[config.mk]
export PLATFORM = sky130hd
export DESIGN_NAME = nfcs_host
export DESIGN_NICKNAME = d
export VERILOG_FILES = /design/src/include/nfcs_pkg.sv /design/src/rtl/nfcs_host.sv /design/src/rtl/nfcs_bus_cycle.sv
export VERILOG_INCLUDE_DIRS = /design/src /design/src/include
export SDC_FILE = /design/constraint.sdc
export NUM_CORES = 1
export LEC_CHECK = 0
export ABC_CLOCK_PERIOD_IN_PS = 4800
export BUFFER_PORTS_ARGS = -buffer_cell sky130_fd_sc_hd__buf_4
export CORE_ASPECT_RATIO = 0.5
export CORE_MARGIN = 4
export CORE_UTILIZATION = 45
export DETAILED_ROUTE_END_ITERATION = 10
export GPL_TIMING_DRIVEN = 0
export PLACE_DENSITY = 0.76
export SLEW_MARGIN = 20
export SYNTH_ARGS = -nofsm -noshare
export SYNTH_HDL_FRONTEND = slang
export SYNTH_SLANG_ARGS = --single-unit
[constraint.sdc]
create_clock -name clk -period 4.8 [get_ports clk]
set_clock_uncertainty 0.1 [all_clocks]
set_input_delay 0 -clock clk [delete_from_list [all_inputs] [get_ports clk]]
set_output_delay 0 -clock clk [all_outputs]
set_load 0.01 [all_outputs]
[src/include/nfcs_map.svh]
// Constants of the NOR flash command sequencer host: addresses, codes, timing.
// Assumes a 20 MHz controller clock and a word-mode flash bus.
`ifndef NFCS_MAP_SVH
`define NFCS_MAP_SVH

// Bus widths
`define NFCS_ADDR_W 22
`define NFCS_DQ_W 16

// Word-mode command addresses; byte mode shifts them left by one
`define NFCS_A_UNLOCK1 22'h000555
`define NFCS_A_UNLOCK2 22'h0002aa
// Byte-mode second unlock sets the low bit, so it is not a plain shift
`define NFCS_A_UNLOCK2_BYTE 22'h000555
`define NFCS_A_QUERY 22'h000055
`define NFCS_A_ANY 22'h000000

// Command and data codes
`define NFCS_D_UNLOCK1 16'h00aa
`define NFCS_D_UNLOCK2 16'h0055
`define NFCS_D_PROGRAM 16'h00a0
`define NFCS_D_BUF_LOAD 16'h0025
`define NFCS_D_BUF_CONFIRM 16'h0029
`define NFCS_D_RESET 16'h00f0
`define NFCS_D_ERASE_SETUP 16'h0080
`define NFCS_D_CHIP_ERASE 16'h0010
`define NFCS_D_SECTOR_ERASE 16'h0030
`define NFCS_D_QUERY 16'h0098
`define NFCS_D_SUSPEND 16'h00b0
`define NFCS_D_RESUME 16'h0030
`define NFCS_D_DPD_ENTER 16'h00b9
`define NFCS_D_DPD_EXIT 16'h00ab
`define NFCS_D_LOCK_ENTRY 16'h0040
`define NFCS_D_GUARD_ENTRY 16'h00c0
`define NFCS_D_FREEZE_ENTRY 16'h0050
`define NFCS_D_MODE_EXIT 16'h0090
`define NFCS_D_ZERO 16'h0000
`define NFCS_D_GUARD_UNLOCKED 8'h01

// Timing: times in ns, counts in 20 MHz cycles (least times round up)
`define NFCS_CLK_MHZ 20
`define NFCS_T_WE_NS 50
`define NFCS_T_ACC_NS 100
`define NFCS_WE_CYC ((`NFCS_T_WE_NS * `NFCS_CLK_MHZ + 999) / 1000)
`define NFCS_ACC_CYC ((`NFCS_T_ACC_NS * `NFCS_CLK_MHZ + 999) / 1000)
`define NFCS_SYNC_CYC 2

`endif

[src/include/nfcs_pkg.sv]
// Types shared by the NOR flash command sequencer host.
// Assumes nfcs_map.svh is on the include path.
`default_nettype none
`include "nfcs_map.svh"

package nfcs_pkg;

  // Operations the user can order
  typedef enum logic [4:0] {
    NFCS_OP_PROGRAM = 5'h00,
    NFCS_OP_BUF_LOAD = 5'h01,
    NFCS_OP_BUF_WORD = 5'h02,
    NFCS_OP_BUF_CONFIRM = 5'h03,
    NFCS_OP_ABORT_RESET = 5'h04,
    NFCS_OP_CHIP_ERASE = 5'h05,
    NFCS_OP_SECTOR_ERASE = 5'h06,
    NFCS_OP_QUERY_ENTER = 5'h07,
    NFCS_OP_RESET = 5'h08,
    NFCS_OP_SUSPEND = 5'h09,
    NFCS_OP_RESUME = 5'h0a,
    NFCS_OP_DPD_ENTER = 5'h0b,
    NFCS_OP_DPD_EXIT = 5'h0c,
    NFCS_OP_LOCK_ENTER = 5'h0d,
    NFCS_OP_LOCK_PROGRAM = 5'h0e,
    NFCS_OP_GUARD_ENTER = 5'h0f,
    NFCS_OP_GUARD_SET = 5'h10,
    NFCS_OP_GUARD_ERASE = 5'h11,
    NFCS_OP_FREEZE_ENTER = 5'h12,
    NFCS_OP_FREEZE_SET = 5'h13,
    NFCS_OP_MODE_EXIT = 5'h14,
    NFCS_OP_READ = 5'h15
  } nfcs_op_t;

  // One user order
  typedef struct packed {
    nfcs_op_t op;
    logic [`NFCS_ADDR_W-1:0] addr;
    logic [`NFCS_DQ_W-1:0] data;
  } nfcs_cmd_t;

  // One flash bus cycle of a sequence
  typedef struct packed {
    logic [`NFCS_ADDR_W-1:0] addr;
    logic [`NFCS_DQ_W-1:0] data;
    logic rd;
    logic last;
  } nfcs_step_t;

  // Pins toward the flash; dq_oe high while the host drives the data bus
  typedef struct packed {
    logic [`NFCS_ADDR_W-1:0] addr;
    logic [`NFCS_DQ_W-1:0] dq_o;
    logic dq_oe;
    logic ce_n;
    logic we_n;
    logic oe_n;
  } nfcs_pins_t;

endpackage : nfcs_pkg

`default_nettype wire

[src/rtl/nfcs_host.sv]
// Host-side NOR flash command sequencer: turns user orders into the flash's
// multi-cycle write sequences and drives its asynchronous bus pins.
// Assumes the flash is wired to the pins below and that byte_mode matches
// the flash's word/byte strap.
//
// Operation
// Program: three unlock/command cycles, then target write
// Buffer: unlock, 25h, count-1, words, 29h confirm
// Abort reset: two unlock cycles then F0h
// Erase: six cycles, 10h chip, 30h sector
// Query entry: 98h at 55h word, AAh byte
// Suspend B0h, resume 30h, any address
// Deep power-down: unlock plus B9h; exit ABh
// Lock register: entry 40h, A0h program, 90h/00h exit
// Persistent guards: C0h entry, set, erase, exit
// Freeze mode: 50h entry, A0h/00h set, exit
// Guard status reads: 00h locked, 01h unlocked
// Query mode left only by F0h reset
// Host sends only defined command codes
// Mismatched write abandons a partial sequence
// Byte mode shifts command addresses left one
`default_nettype none
`include "nfcs_map.svh"

module nfcs_host
  import nfcs_pkg::*;
(
  // Clock and reset
  input wire logic clk,
  input wire logic arst_n,
  // User orders
  input wire logic cmd_valid,
  output logic cmd_ready,
  input wire nfcs_cmd_t cmd,
  input wire logic byte_mode,
  // User results
  output logic cmd_done,
  output logic [`NFCS_DQ_W-1:0] rd_data,
  output logic guard_unlocked,
  // Flash pins
  output nfcs_pins_t pins,
  input wire logic [`NFCS_DQ_W-1:0] dq_i
);

  typedef enum logic {
    NFCS_M_IDLE = 1'b0,
    NFCS_M_BUSY = 1'b1
  } nfcs_m_state_t;

  nfcs_m_state_t state, next_state;
  nfcs_cmd_t cur, next_cur;
  logic [2:0] idx, next_idx;
  logic go, next_go;
  logic done_q, next_done_q;
  logic [`NFCS_DQ_W-1:0] next_rd_data;
  logic next_guard_unlocked;
  logic byte_q, next_byte_q;
  logic cyc_done;
  logic [`NFCS_DQ_W-1:0] cyc_rdata;
  nfcs_step_t step;

  // byte mode shift
  function automatic logic [`NFCS_ADDR_W-1:0] cmd_addr(
    input logic [`NFCS_ADDR_W-1:0] a, input logic bm);
    cmd_addr = bm ? {a[`NFCS_ADDR_W-2:0], 1'b0} : a;
  endfunction : cmd_addr

  // Sequence table: bus cycle number i of order c
  function automatic nfcs_step_t step_of(input nfcs_cmd_t c,
                                         input logic [2:0] i,
                                         input logic bm);
    nfcs_step_t s;
    logic [`NFCS_ADDR_W-1:0] u1, u2;
    u1 = cmd_addr(`NFCS_A_UNLOCK1, bm);
    // second unlock in byte mode is 555h, not a shifted 2AAh
    u2 = bm ? `NFCS_A_UNLOCK2_BYTE : `NFCS_A_UNLOCK2;
    s = '{addr: `NFCS_A_ANY, data: `NFCS_D_ZERO, rd: 1'b0, last: 1'b0};
    // Orders starting with the two unlock cycles share them
    if (i == 3'd0) begin
      s.addr = u1;
      s.data = `NFCS_D_UNLOCK1;
    end else if (i == 3'd1) begin
      s.addr = u2;
      s.data = `NFCS_D_UNLOCK2;
    end
    // only table codes
    unique case (c.op)
      NFCS_OP_PROGRAM: begin
        // program sequence
        if (i == 3'd2) s = '{u1, `NFCS_D_PROGRAM, 1'b0, 1'b0};
        if (i == 3'd3) s = '{c.addr, c.data, 1'b0, 1'b1};
      end
      NFCS_OP_BUF_LOAD: begin
        // buffer setup, data carries count minus one
        if (i == 3'd2) s = '{c.addr, `NFCS_D_BUF_LOAD, 1'b0, 1'b0};
        if (i == 3'd3) s = '{c.addr, c.data, 1'b0, 1'b1};
      end
      // buffer word
      NFCS_OP_BUF_WORD: s = '{c.addr, c.data, 1'b0, 1'b1};
      // confirm starts programming
      NFCS_OP_BUF_CONFIRM: s = '{c.addr, `NFCS_D_BUF_CONFIRM, 1'b0, 1'b1};
      NFCS_OP_ABORT_RESET: begin
        // abort reset
        if (i == 3'd2) s = '{u1, `NFCS_D_RESET, 1'b0, 1'b1};
      end
      NFCS_OP_CHIP_ERASE, NFCS_OP_SECTOR_ERASE: begin
        // six-cycle erase
        if (i == 3'd2) s = '{u1, `NFCS_D_ERASE_SETUP, 1'b0, 1'b0};
        if (i == 3'd3) s = '{u1, `NFCS_D_UNLOCK1, 1'b0, 1'b0};
        if (i == 3'd4) s = '{u2, `NFCS_D_UNLOCK2, 1'b0, 1'b0};
        if (i == 3'd5) begin
          s = (c.op == NFCS_OP_CHIP_ERASE) ?
              nfcs_step_t'{u1, `NFCS_D_CHIP_ERASE, 1'b0, 1'b1} :
              nfcs_step_t'{c.addr, `NFCS_D_SECTOR_ERASE, 1'b0, 1'b1};
        end
      end
      // query entry
      NFCS_OP_QUERY_ENTER:
        s = '{cmd_addr(`NFCS_A_QUERY, bm), `NFCS_D_QUERY, 1'b0, 1'b1};
      // reset leaves query mode
      NFCS_OP_RESET: s = '{`NFCS_A_ANY, `NFCS_D_RESET, 1'b0, 1'b1};
      // suspend and resume
      NFCS_OP_SUSPEND: s = '{`NFCS_A_ANY, `NFCS_D_SUSPEND, 1'b0, 1'b1};
      NFCS_OP_RESUME: s = '{`NFCS_A_ANY, `NFCS_D_RESUME, 1'b0, 1'b1};
      NFCS_OP_DPD_ENTER: begin
        // deep power-down entry
        if (i == 3'd2) s = '{`NFCS_A_ANY, `NFCS_D_DPD_ENTER, 1'b0, 1'b1};
      end
      // deep power-down exit
      NFCS_OP_DPD_EXIT: s = '{`NFCS_A_ANY, `NFCS_D_DPD_EXIT, 1'b0, 1'b1};
      NFCS_OP_LOCK_ENTER: begin
        // lock register entry
        if (i == 3'd2) s = '{u1, `NFCS_D_LOCK_ENTRY, 1'b0, 1'b1};
      end
      NFCS_OP_GUARD_ENTER: begin
        // persistent guard entry
        if (i == 3'd2) s = '{u1, `NFCS_D_GUARD_ENTRY, 1'b0, 1'b1};
      end
      NFCS_OP_FREEZE_ENTER: begin
        // freeze mode entry
        if (i == 3'd2) s = '{u1, `NFCS_D_FREEZE_ENTRY, 1'b0, 1'b1};
      end
      NFCS_OP_LOCK_PROGRAM, NFCS_OP_GUARD_SET, NFCS_OP_FREEZE_SET: begin
        // A0h then data
        s = '{`NFCS_A_ANY, `NFCS_D_PROGRAM, 1'b0, 1'b0};
        if (i == 3'd1) begin
          s.last = 1'b1;
          s.addr = (c.op == NFCS_OP_GUARD_SET) ? c.addr : `NFCS_A_ANY;
          s.data = (c.op == NFCS_OP_LOCK_PROGRAM) ? c.data : `NFCS_D_ZERO;
        end
      end
      NFCS_OP_GUARD_ERASE: begin
        // erase all guards
        s = '{`NFCS_A_ANY, `NFCS_D_ERASE_SETUP, 1'b0, 1'b0};
        if (i == 3'd1) s = '{`NFCS_A_ANY, `NFCS_D_SECTOR_ERASE, 1'b0, 1'b1};
      end
      NFCS_OP_MODE_EXIT: begin
        // exit 90h/00h
        s = '{`NFCS_A_ANY, `NFCS_D_MODE_EXIT, 1'b0, 1'b0};
        if (i == 3'd1) s = '{`NFCS_A_ANY, `NFCS_D_ZERO, 1'b0, 1'b1};
      end
      NFCS_OP_READ: s = '{c.addr, `NFCS_D_ZERO, 1'b1, 1'b1};
      // Unknown codes end after one read cycle at address 0; nothing is written
      default: s = '{`NFCS_A_ANY, `NFCS_D_ZERO, 1'b1, 1'b1};
    endcase
    step_of = s;
  endfunction : step_of

  assign step = step_of(cur, idx, byte_q);
  // Orders are taken only between sequences, so none interleave
  assign cmd_ready = (state == NFCS_M_IDLE);
  assign cmd_done = done_q;

  // Order sequencing: one bus cycle after another until the last
  always_comb begin
    next_state = state;
    next_cur = cur;
    next_idx = idx;
    next_go = 1'b0;
    next_done_q = 1'b0;
    next_rd_data = rd_data;
    next_guard_unlocked = guard_unlocked;
    next_byte_q = byte_q;
    unique case (state)
      NFCS_M_IDLE: begin
        if (cmd_valid) begin
          next_state = NFCS_M_BUSY;
          next_cur = cmd;
          next_idx = 3'd0;
          next_go = 1'b1;
          next_byte_q = byte_mode;
        end
      end
      NFCS_M_BUSY: begin
        if (cyc_done) begin
          if (step.last) begin
            next_state = NFCS_M_IDLE;
            next_done_q = 1'b1;
            if (step.rd) begin
              next_rd_data = cyc_rdata;
              // R11 01h means unprotected
              next_guard_unlocked =
                (cyc_rdata[7:0] == `NFCS_D_GUARD_UNLOCKED);
            end
          end else begin
            next_idx = idx + 3'd1;
            next_go = 1'b1;
          end
        end
      end
    endcase
  end

  always_ff @(posedge clk or negedge arst_n) begin
    if (!arst_n) begin
      state <= NFCS_M_IDLE;
      cur <= '{op: NFCS_OP_READ, addr: '0, data: '0};
      idx <= 3'd0;
      go <= 1'b0;
      done_q <= 1'b0;
      rd_data <= '0;
      guard_unlocked <= 1'b0;
      byte_q <= 1'b0;
    end else begin
      state <= next_state;
      cur <= next_cur;
      idx <= next_idx;
      go <= next_go;
      done_q <= next_done_q;
      rd_data <= next_rd_data;
      guard_unlocked <= next_guard_unlocked;
      byte_q <= next_byte_q;
    end
  end

  // Bus cycle engine
  nfcs_bus_cycle u_cycle (
    .clk(clk),
    .arst_n(arst_n),
    .start(go),
    .step(step),
    .done(cyc_done),
    .rdata(cyc_rdata),
    .pins(pins),
    .dq_i(dq_i)
  );

endmodule : nfcs_host

`default_nettype wire

[src/rtl/nfcs_bus_cycle.sv]
// One asynchronous flash bus cycle, write or read, paced by the clock.
// Assumes the flash answers reads within the access time in the map.
`default_nettype none
`include "nfcs_map.svh"

module nfcs_bus_cycle
  import nfcs_pkg::*;
(
  // Clock and reset
  input wire logic clk,
  input wire logic arst_n,
  // Cycle request
  input wire logic start,
  input wire nfcs_step_t step,
  output logic done,
  output logic [`NFCS_DQ_W-1:0] rdata,
  // Flash pins
  output nfcs_pins_t pins,
  input wire logic [`NFCS_DQ_W-1:0] dq_i
);

  typedef enum logic [1:0] {
    NFCS_BC_IDLE = 2'b00,
    NFCS_BC_SETUP = 2'b01,
    NFCS_BC_PULSE = 2'b11,
    NFCS_BC_HOLD = 2'b10
  } nfcs_bc_state_t;

  localparam logic [3:0] WE_CYC = 4'(`NFCS_WE_CYC);
  // Reads wait out the access time plus the pin synchroniser
  localparam logic [3:0] RD_CYC = 4'(`NFCS_ACC_CYC + `NFCS_SYNC_CYC);

  nfcs_bc_state_t state, next_state;
  logic [3:0] cnt, next_cnt;
  nfcs_pins_t next_pins;
  logic [`NFCS_DQ_W-1:0] next_rdata;
  logic [`NFCS_DQ_W-1:0] dq_meta, dq_sync;

  // Data pins come from outside the clock domain
  always_ff @(posedge clk or negedge arst_n) begin
    if (!arst_n) begin
      dq_meta <= '0;
      dq_sync <= '0;
    end else begin
      dq_meta <= dq_i;
      dq_sync <= dq_meta;
    end
  end

  // Setup, strobe pulse, hold; address and data stand through all three
  always_comb begin
    next_state = state;
    next_cnt = cnt;
    next_pins = pins;
    next_rdata = rdata;
    done = 1'b0;
    unique case (state)
      NFCS_BC_IDLE: begin
        if (start) begin
          next_state = NFCS_BC_SETUP;
          next_pins.addr = step.addr;
          next_pins.dq_o = step.data;
          next_pins.dq_oe = !step.rd;
          next_pins.ce_n = 1'b0;
        end
      end
      NFCS_BC_SETUP: begin
        next_state = NFCS_BC_PULSE;
        next_cnt = pins.dq_oe ? WE_CYC : RD_CYC;
        next_pins.we_n = !pins.dq_oe;
        next_pins.oe_n = pins.dq_oe;
      end
      NFCS_BC_PULSE: begin
        next_cnt = cnt - 4'h1;
        if (cnt == 4'h1) begin
          next_state = NFCS_BC_HOLD;
          next_pins.we_n = 1'b1;
          next_pins.oe_n = 1'b1;
          if (!pins.dq_oe) begin
            next_rdata = dq_sync;
          end
        end
      end
      NFCS_BC_HOLD: begin
        // Flash latches data on the rising strobe, so drive one more cycle
        next_state = NFCS_BC_IDLE;
        next_pins.ce_n = 1'b1;
        next_pins.dq_oe = 1'b0;
        done = 1'b1;
      end
    endcase
  end

  always_ff @(posedge clk or negedge arst_n) begin
    if (!arst_n) begin
      state <= NFCS_BC_IDLE;
      cnt <= 4'h0;
      pins <= '{addr: '0, dq_o: '0, dq_oe: 1'b0, ce_n: 1'b1, we_n: 1'b1,
                oe_n: 1'b1};
      rdata <= '0;
    end else begin
      state <= next_state;
      cnt <= next_cnt;
      pins <= next_pins;
      rdata <= next_rdata;
    end
  end

endmodule : nfcs_bus_cycle

`default_nettype wire

* Word-level counts from Yosys, hierarchy flattened *
Cells that the tools add are included.

cells by class
  reductions and logical operators = 17
  bitwise logic cells = 2
  mux-type cells = 49
  $add $sub $neg = 2
  equal/unequal tests = 36

operator list
  kind                                                             count
  40-bit one-hot mux with 19 select lines                          1
  40-bit two-way mux                                               14
  38-bit two-way mux                                               2
  5-bit by 4-bit == test with 1-bit output, second input constant  8
  5-bit == test, second input constant                             6
  27-bit two-way mux                                               1
  22-bit two-way mux                                               1
  5-bit by 3-bit == test with 1-bit output, second input constant  4
  10-bit two-way mux                                               2
  16-bit two-way mux                                               1
  12-bit two-way mux                                               1
  3-bit two-way mux                                                4
  11-bit two-way mux                                               1
  5-bit by 2-bit == test with 1-bit output, second input constant  2
  2-bit AND reduction                                              5
  1-bit two-way mux                                                9
  8-bit by 1-bit == test with 1-bit output, second input constant  1
  2-bit two-way mux                                                4
  8-bit two-way mux                                                1
  2-bit one-hot mux with 2 select lines                            2
  2-bit one-hot mux with 4 select lines                            1
  4-bit one-hot mux with 2 select lines                            1
  3-bit by 2-bit == test with 1-bit output, second input constant  2
  3-bit == test, second input constant                             2
  21 further kinds                                                 30

word-level totals
  logic and storage cells = 127
  input port bits = 63
  register bits = 163
  output and inout bits = 61

* Longest topological paths before layout *
  depth after elaboration = 11
  gate-level depth with buffers = 11
  depth with buffers taken out = 8

* Modules after synthesis *
Synthesis repeated with hierarchy kept, for this count alone.

unflattened totals
  cell total of the unflattened synthesis = 748
  area, all modules = 7853.8 um^2

modules (own cells, without submodules)
  module          cells each  sequential area each (um^2)  times used  area each (um^2)
  nfcs_host       554         1680.4                       1           4496.8
  nfcs_bus_cycle  194         2406.1                       1           3357.0

* Worst setup path after synthesis *
OpenSTA, ideal clock, no wires.

  path kind = reg2reg
  start = register idx[2]
  end = register, netlist name u_cycle.pins[21]
  arrival = 2.199 ns
  clock period less this slack = 2.386 ns
  stages on the path, launching flop included = 11
  path slack = 2.414 ns
  data required time = 4.613 ns
  library setup time = 0.087 ns
  buffers on the path = 2
  path through = dfrtp_1 > buf_2 > buf_2 > inv_2 > ha_1 > or3_1 > a2111oi_2 > and3_1 > a221o_2 > o21ai_1 > o211ai_1

between the ends
  cells in the longest elaborated chain, start to end = 8
  elaborated cells on any way between the ends = 23
  classes of those cells = eq/ne: 5; mux: 17; reduce/logical: 1

RTL lines
  element                                      RTL line                           text
  start: declaration                           nfcs_host.sv:52                    logic [2:0] idx, next_idx;
  start signal: assignment                     nfcs_host.sv:227                   idx <= next_idx;
  3-bit by 1-bit == test with 1-bit output     nfcs_host.sv:82, nfcs_host.sv:146
  27-bit two-way mux                           nfcs_host.sv:82                    end else if (i == 3'd1) begin
  38-bit two-way mux                           nfcs_host.sv:79                    if (i == 3'd0) begin
  40-bit two-way mux                           nfcs_host.sv:108                   if (i == 3'd2) s = '{u1, `NFCS_D_ERASE_SETUP, 1'b0, 1'b0};
  40-bit two-way mux                           nfcs_host.sv:109                   if (i == 3'd3) s = '{u1, `NFCS_D_UNLOCK1, 1'b0, 1'b0};
  40-bit two-way mux                           nfcs_host.sv:110                   if (i == 3'd4) s = '{u2, `NFCS_D_UNLOCK2, 1'b0, 1'b0};
  40-bit two-way mux                           nfcs_host.sv:111                   if (i == 3'd5) begin
  40-bit one-hot mux with 19 select lines (*)  nfcs_host.sv:87                    unique case (c.op)

Mark *: on every way between the ends. The rest lies on a longest branch, timed or not.
A chain may end at the register's enable or synchronous reset.

* Worst setup path after layout *
  start = register idx[2]
  end = register, netlist name u_cycle.pins[30]

between the ends
  cells in the longest elaborated chain, start to end = 8
  elaborated cells on any way between the ends = 23
  classes of those cells = eq/ne: 5; mux: 17; reduce/logical: 1

RTL lines
  element                                      RTL line
  3-bit by 1-bit == test with 1-bit output     nfcs_host.sv:82, nfcs_host.sv:146
  27-bit two-way mux                           nfcs_host.sv:82
  38-bit two-way mux                           nfcs_host.sv:79
  40-bit two-way mux                           nfcs_host.sv:108
  40-bit two-way mux                           nfcs_host.sv:109
  40-bit two-way mux                           nfcs_host.sv:110
  40-bit two-way mux                           nfcs_host.sv:111
  40-bit one-hot mux with 19 select lines (*)  nfcs_host.sv:87

Marked as above.

==> results.toml <==
[sta]
relSlewSlack_pct = 49.44
finalSetupViolCount = 0
rsz0062_at_grt = "false"
tightest_slew_ns = 0.7557
fin_setup_tns_ns = 0
finalHoldViolations = 2
fin_hold_ws_ns = -0.02147
fin_ws_ns = 1.810
post-route-period-util_pct = 62.29
fin_crit_ns = 2.990
final_max_slew_viol_count = 0
max_freq_mhz = 334.5

[drt]
wl_per_cell_um = 18.32
routed_wl_um = 22260
num_vias = 6562
drt.antenna.violating_nets = 0
drt_iter0_markers = 781
drc = 0
vias_per_cell = 5.401
dr.pass1.iters = 6

[die]
top_level_ports = 124
die_area_um2 = 19270
rows = 33
initial_core_util_pct = 46.31
coreArea_um2 = 16520
die_w_um = 192.4
die_h_um = 100.2

[setup_path]
r2r_cells = 10
arrival_ns = 3.22
worstSetupStartpointType = "register"
path_class = "register to register"
worst-path-max-fanout = 10
cp_data_required_time_ns = 5.03
end_kind = "register"

[placement]
portBuffers = 123
gp_congestion = 0.9020
dp_hpwl_um = 15570
post-place-ws_ns = 1.896
placed_cells = 1121

[clocking]
cts_tree = "built"
clock-root-buffer = "clkbuf_16"
cts_buffers = 17
clk_pin_slew_ns = 0.07
h-tree-depth = 4
cts_hold_buf = 62
cts-resized-gates = 0
cts_setup_buffers = 0
clock_latency_ns = 0.41
clockBufferDepth = 2
cts_num_sinks = 163

[synth]
avgSynthCellArea_um2 = 9.933
synth_cell_types = 77
yosysWarnings = 0
synth_nets = 840
syn_inst = 770
synthArstFlopShare_pct = 100.0
synth_area_um2 = 7649
synth_area_leaders = "dfrtp_1 (51%), nand2_1 (8.7%), mux2_2 (4.0%)"
yosys.area.top_type = "dfrtp_1"
synth-seq-cells = 163
yosysTopAreaCellShare_pct = 51.37
ys_seq_area_share_pct = 53.43
ys.flop_type = "dfrtp_1"
synth-edff-count = 0

[layout]
area_delta_synth_final_pct = 31.88
antenna_cells = 0
ff_latch_area_um2 = 4086
layout.cells.non_filler = 1215
drive_above_1_share_pct = 24.90
multiInputGateArea_um2 = 3261
fillers = 1345
nets = 1045
finalCoreUtilization_pct = 61.08

[hold_path]
hold_class = "input pin to async pin"

[power_and_ir_drop]
p_leak_nw = 4.743
finalPower_mw = 6.254
ir_drop_mv = 0.3006
powerDensity_nw_per_um2 = 620.0

[global_routing]
overflow = 0
grt_max_degree = 105
grtUsageTotal_pct = 23.73
grt_first_pass_wirelength_um = 36070
grt_pass1_vias = 6773
antenna_found_initial = 0

[run_status]
status = "finished, violations left"
failed_checks = "hold timing"

[run]
cap_violations = 0
-- cells in the mapped netlist (5+ instances only) --
| cell type | count |
|---|---|
| a21oi_1 | 42 |
| a22o_1 | 21 |
| a31oi_1 | 15 |
| buf_2 | 19 |
| buf_4 | 5 |
| clkbuf_1 | 21 |
| dfrtp_1 | 157 |
| dfstp_2 | 6 |
| ha_1 | 7 |
| inv_1 | 9 |
| mux2_1 | 9 |
| mux2_2 | 27 |
| mux2i_1 | 5 |
| nand2_1 | 178 |
| nand2b_1 | 19 |
| nand3_1 | 8 |
| nor2_1 | 42 |
| nor2b_1 | 14 |
| nor3_1 | 10 |
| o211ai_1 | 5 |
| o21ai_0 | 46 |
| o21ai_1 | 10 |
-- routing by layer --
metal	track usage (%)	part of all wire, %
met4	5.860	1.6
met3	4.726	6.4
met2	39.08	48
met1	32.75	44
met5	0	0
-- cells by family after synthesis --
family	Yosys count	synth area share [%]
AOI/OAI and AO/OA	184	16.34
xor gates and xnor gates	2	0.2291
adders and majority gates	7	1.145
buffers and inverters	61	3.942
DFF	163	53.43
muxes	41	5.955
and+or+nand+nor	312	18.96
-- sequential cells by signal (all words and copies together) (netlist names) --
signal and flops:
byte_q 1, state 1, u_cycle.cnt 4, u_cycle.dq_meta 16, u_cycle.pins 42, u_cycle.state 2
u_cycle.rdata 16, cmd_done 1, guard_unlocked 1, u_cycle.dq_sync 16, cur 43, go 1
rd_data 16, idx 3
-- worst max-delay path, stage by stage (launching register included) --
cell and delay (ns):
dfrtp_1 0.41, buf_2 0.24, buf_2 0.27, inv_2 0.08, ha_1 0.29, or3_1 0.35, a2111oi_2 0.55, nand2_1 0.14
a21oi_2 0.22, nor2_1 0.08, a31oi_1 0.18
-- final cells by class --
class                   count  share of cell area [%]
flip-flops and latches    163                   40.51
multi-input cells         546                   32.32
repair buffers            186                   15.65
clock buffers              18                   4.255
well taps                 227                   2.816
plain buffers              49                   2.543
clock inverters            14                   1.451
inverters                  12                  0.4465
-- through the flow --
step           area (µm²)  hold WS, ns
6_report            10090     -0.02147
5_1_grt             10090      0.04012
4_1_cts             10090      0.01924
3_5_place_dp         8891      -0.1323
3_3_place_gp         8856      0.01081
2_1_floorplan        7649      -0.3956
-- cell usage in the layout (no fill, tap or decap), types with 4 or more instances in the layout --
| cell type | count |
|---|---|
| a21oi_1 | 42 |
| a22o_1 | 21 |
| a31oi_1 | 15 |
| buf_2 | 19 |
| buf_4 | 127 |
| buf_6 | 4 |
| clkbuf_1 | 22 |
| clkbuf_16 | 17 |
| clkinv_8 | 4 |
| dfrtp_1 | 157 |
| dfstp_2 | 6 |
| dlygate4sd3_1 | 62 |
| ha_1 | 7 |
| inv_1 | 9 |
| inv_6 | 5 |
| mux2_1 | 9 |
| mux2_2 | 27 |
| mux2i_1 | 5 |
| nand2_1 | 178 |
| nand2b_1 | 19 |
| nand3_1 | 8 |
| nor2_1 | 42 |
| nor2b_1 | 14 |
| nor3_1 | 10 |
| nor4_1 | 4 |
| o211ai_1 | 5 |
| o21ai_0 | 46 |
| o21ai_1 | 10 |
| o22ai_1 | 4 |
| or2_1 | 4 |
| or3_1 | 4 |
-- power by group --
group          switching [mW]  internal [mW]
Sequential              0.322           1.85
Clock                   0.642          0.692
Combinational            1.62           1.13
Total                    2.58           3.67
-- worst paths after layout --
| kind | startpoint | end | slack (ns) |
|---|---|---|---|
| hold reg to reg | u_cycle.dq_meta[9]$_DFF_PN0_ | u_cycle.dq_sync[9]$_DFF_PN0_ | 0.24 |
| max in group asynchronous | arst_n | cur[21]$_DFFE_PN0P_ | 3.77 |
| setup / recovery | idx[2]$_DFFE_PN0P_ | u_cycle.pins[30]$_DFFE_PN0P_ | 1.81 |
| setup reg to reg | idx[2]$_DFFE_PN0P_ | u_cycle.pins[30]$_DFFE_PN0P_ | 1.81 |
| min in group clk | dq_i[6] | u_cycle.dq_meta[6]$_DFF_PN0_ | 0.14 |
| hold / removal | arst_n | cur[41]$_DFFE_PN0P_ | -0.02 |
Note: power is estimated with default switching activity, not from simulation.
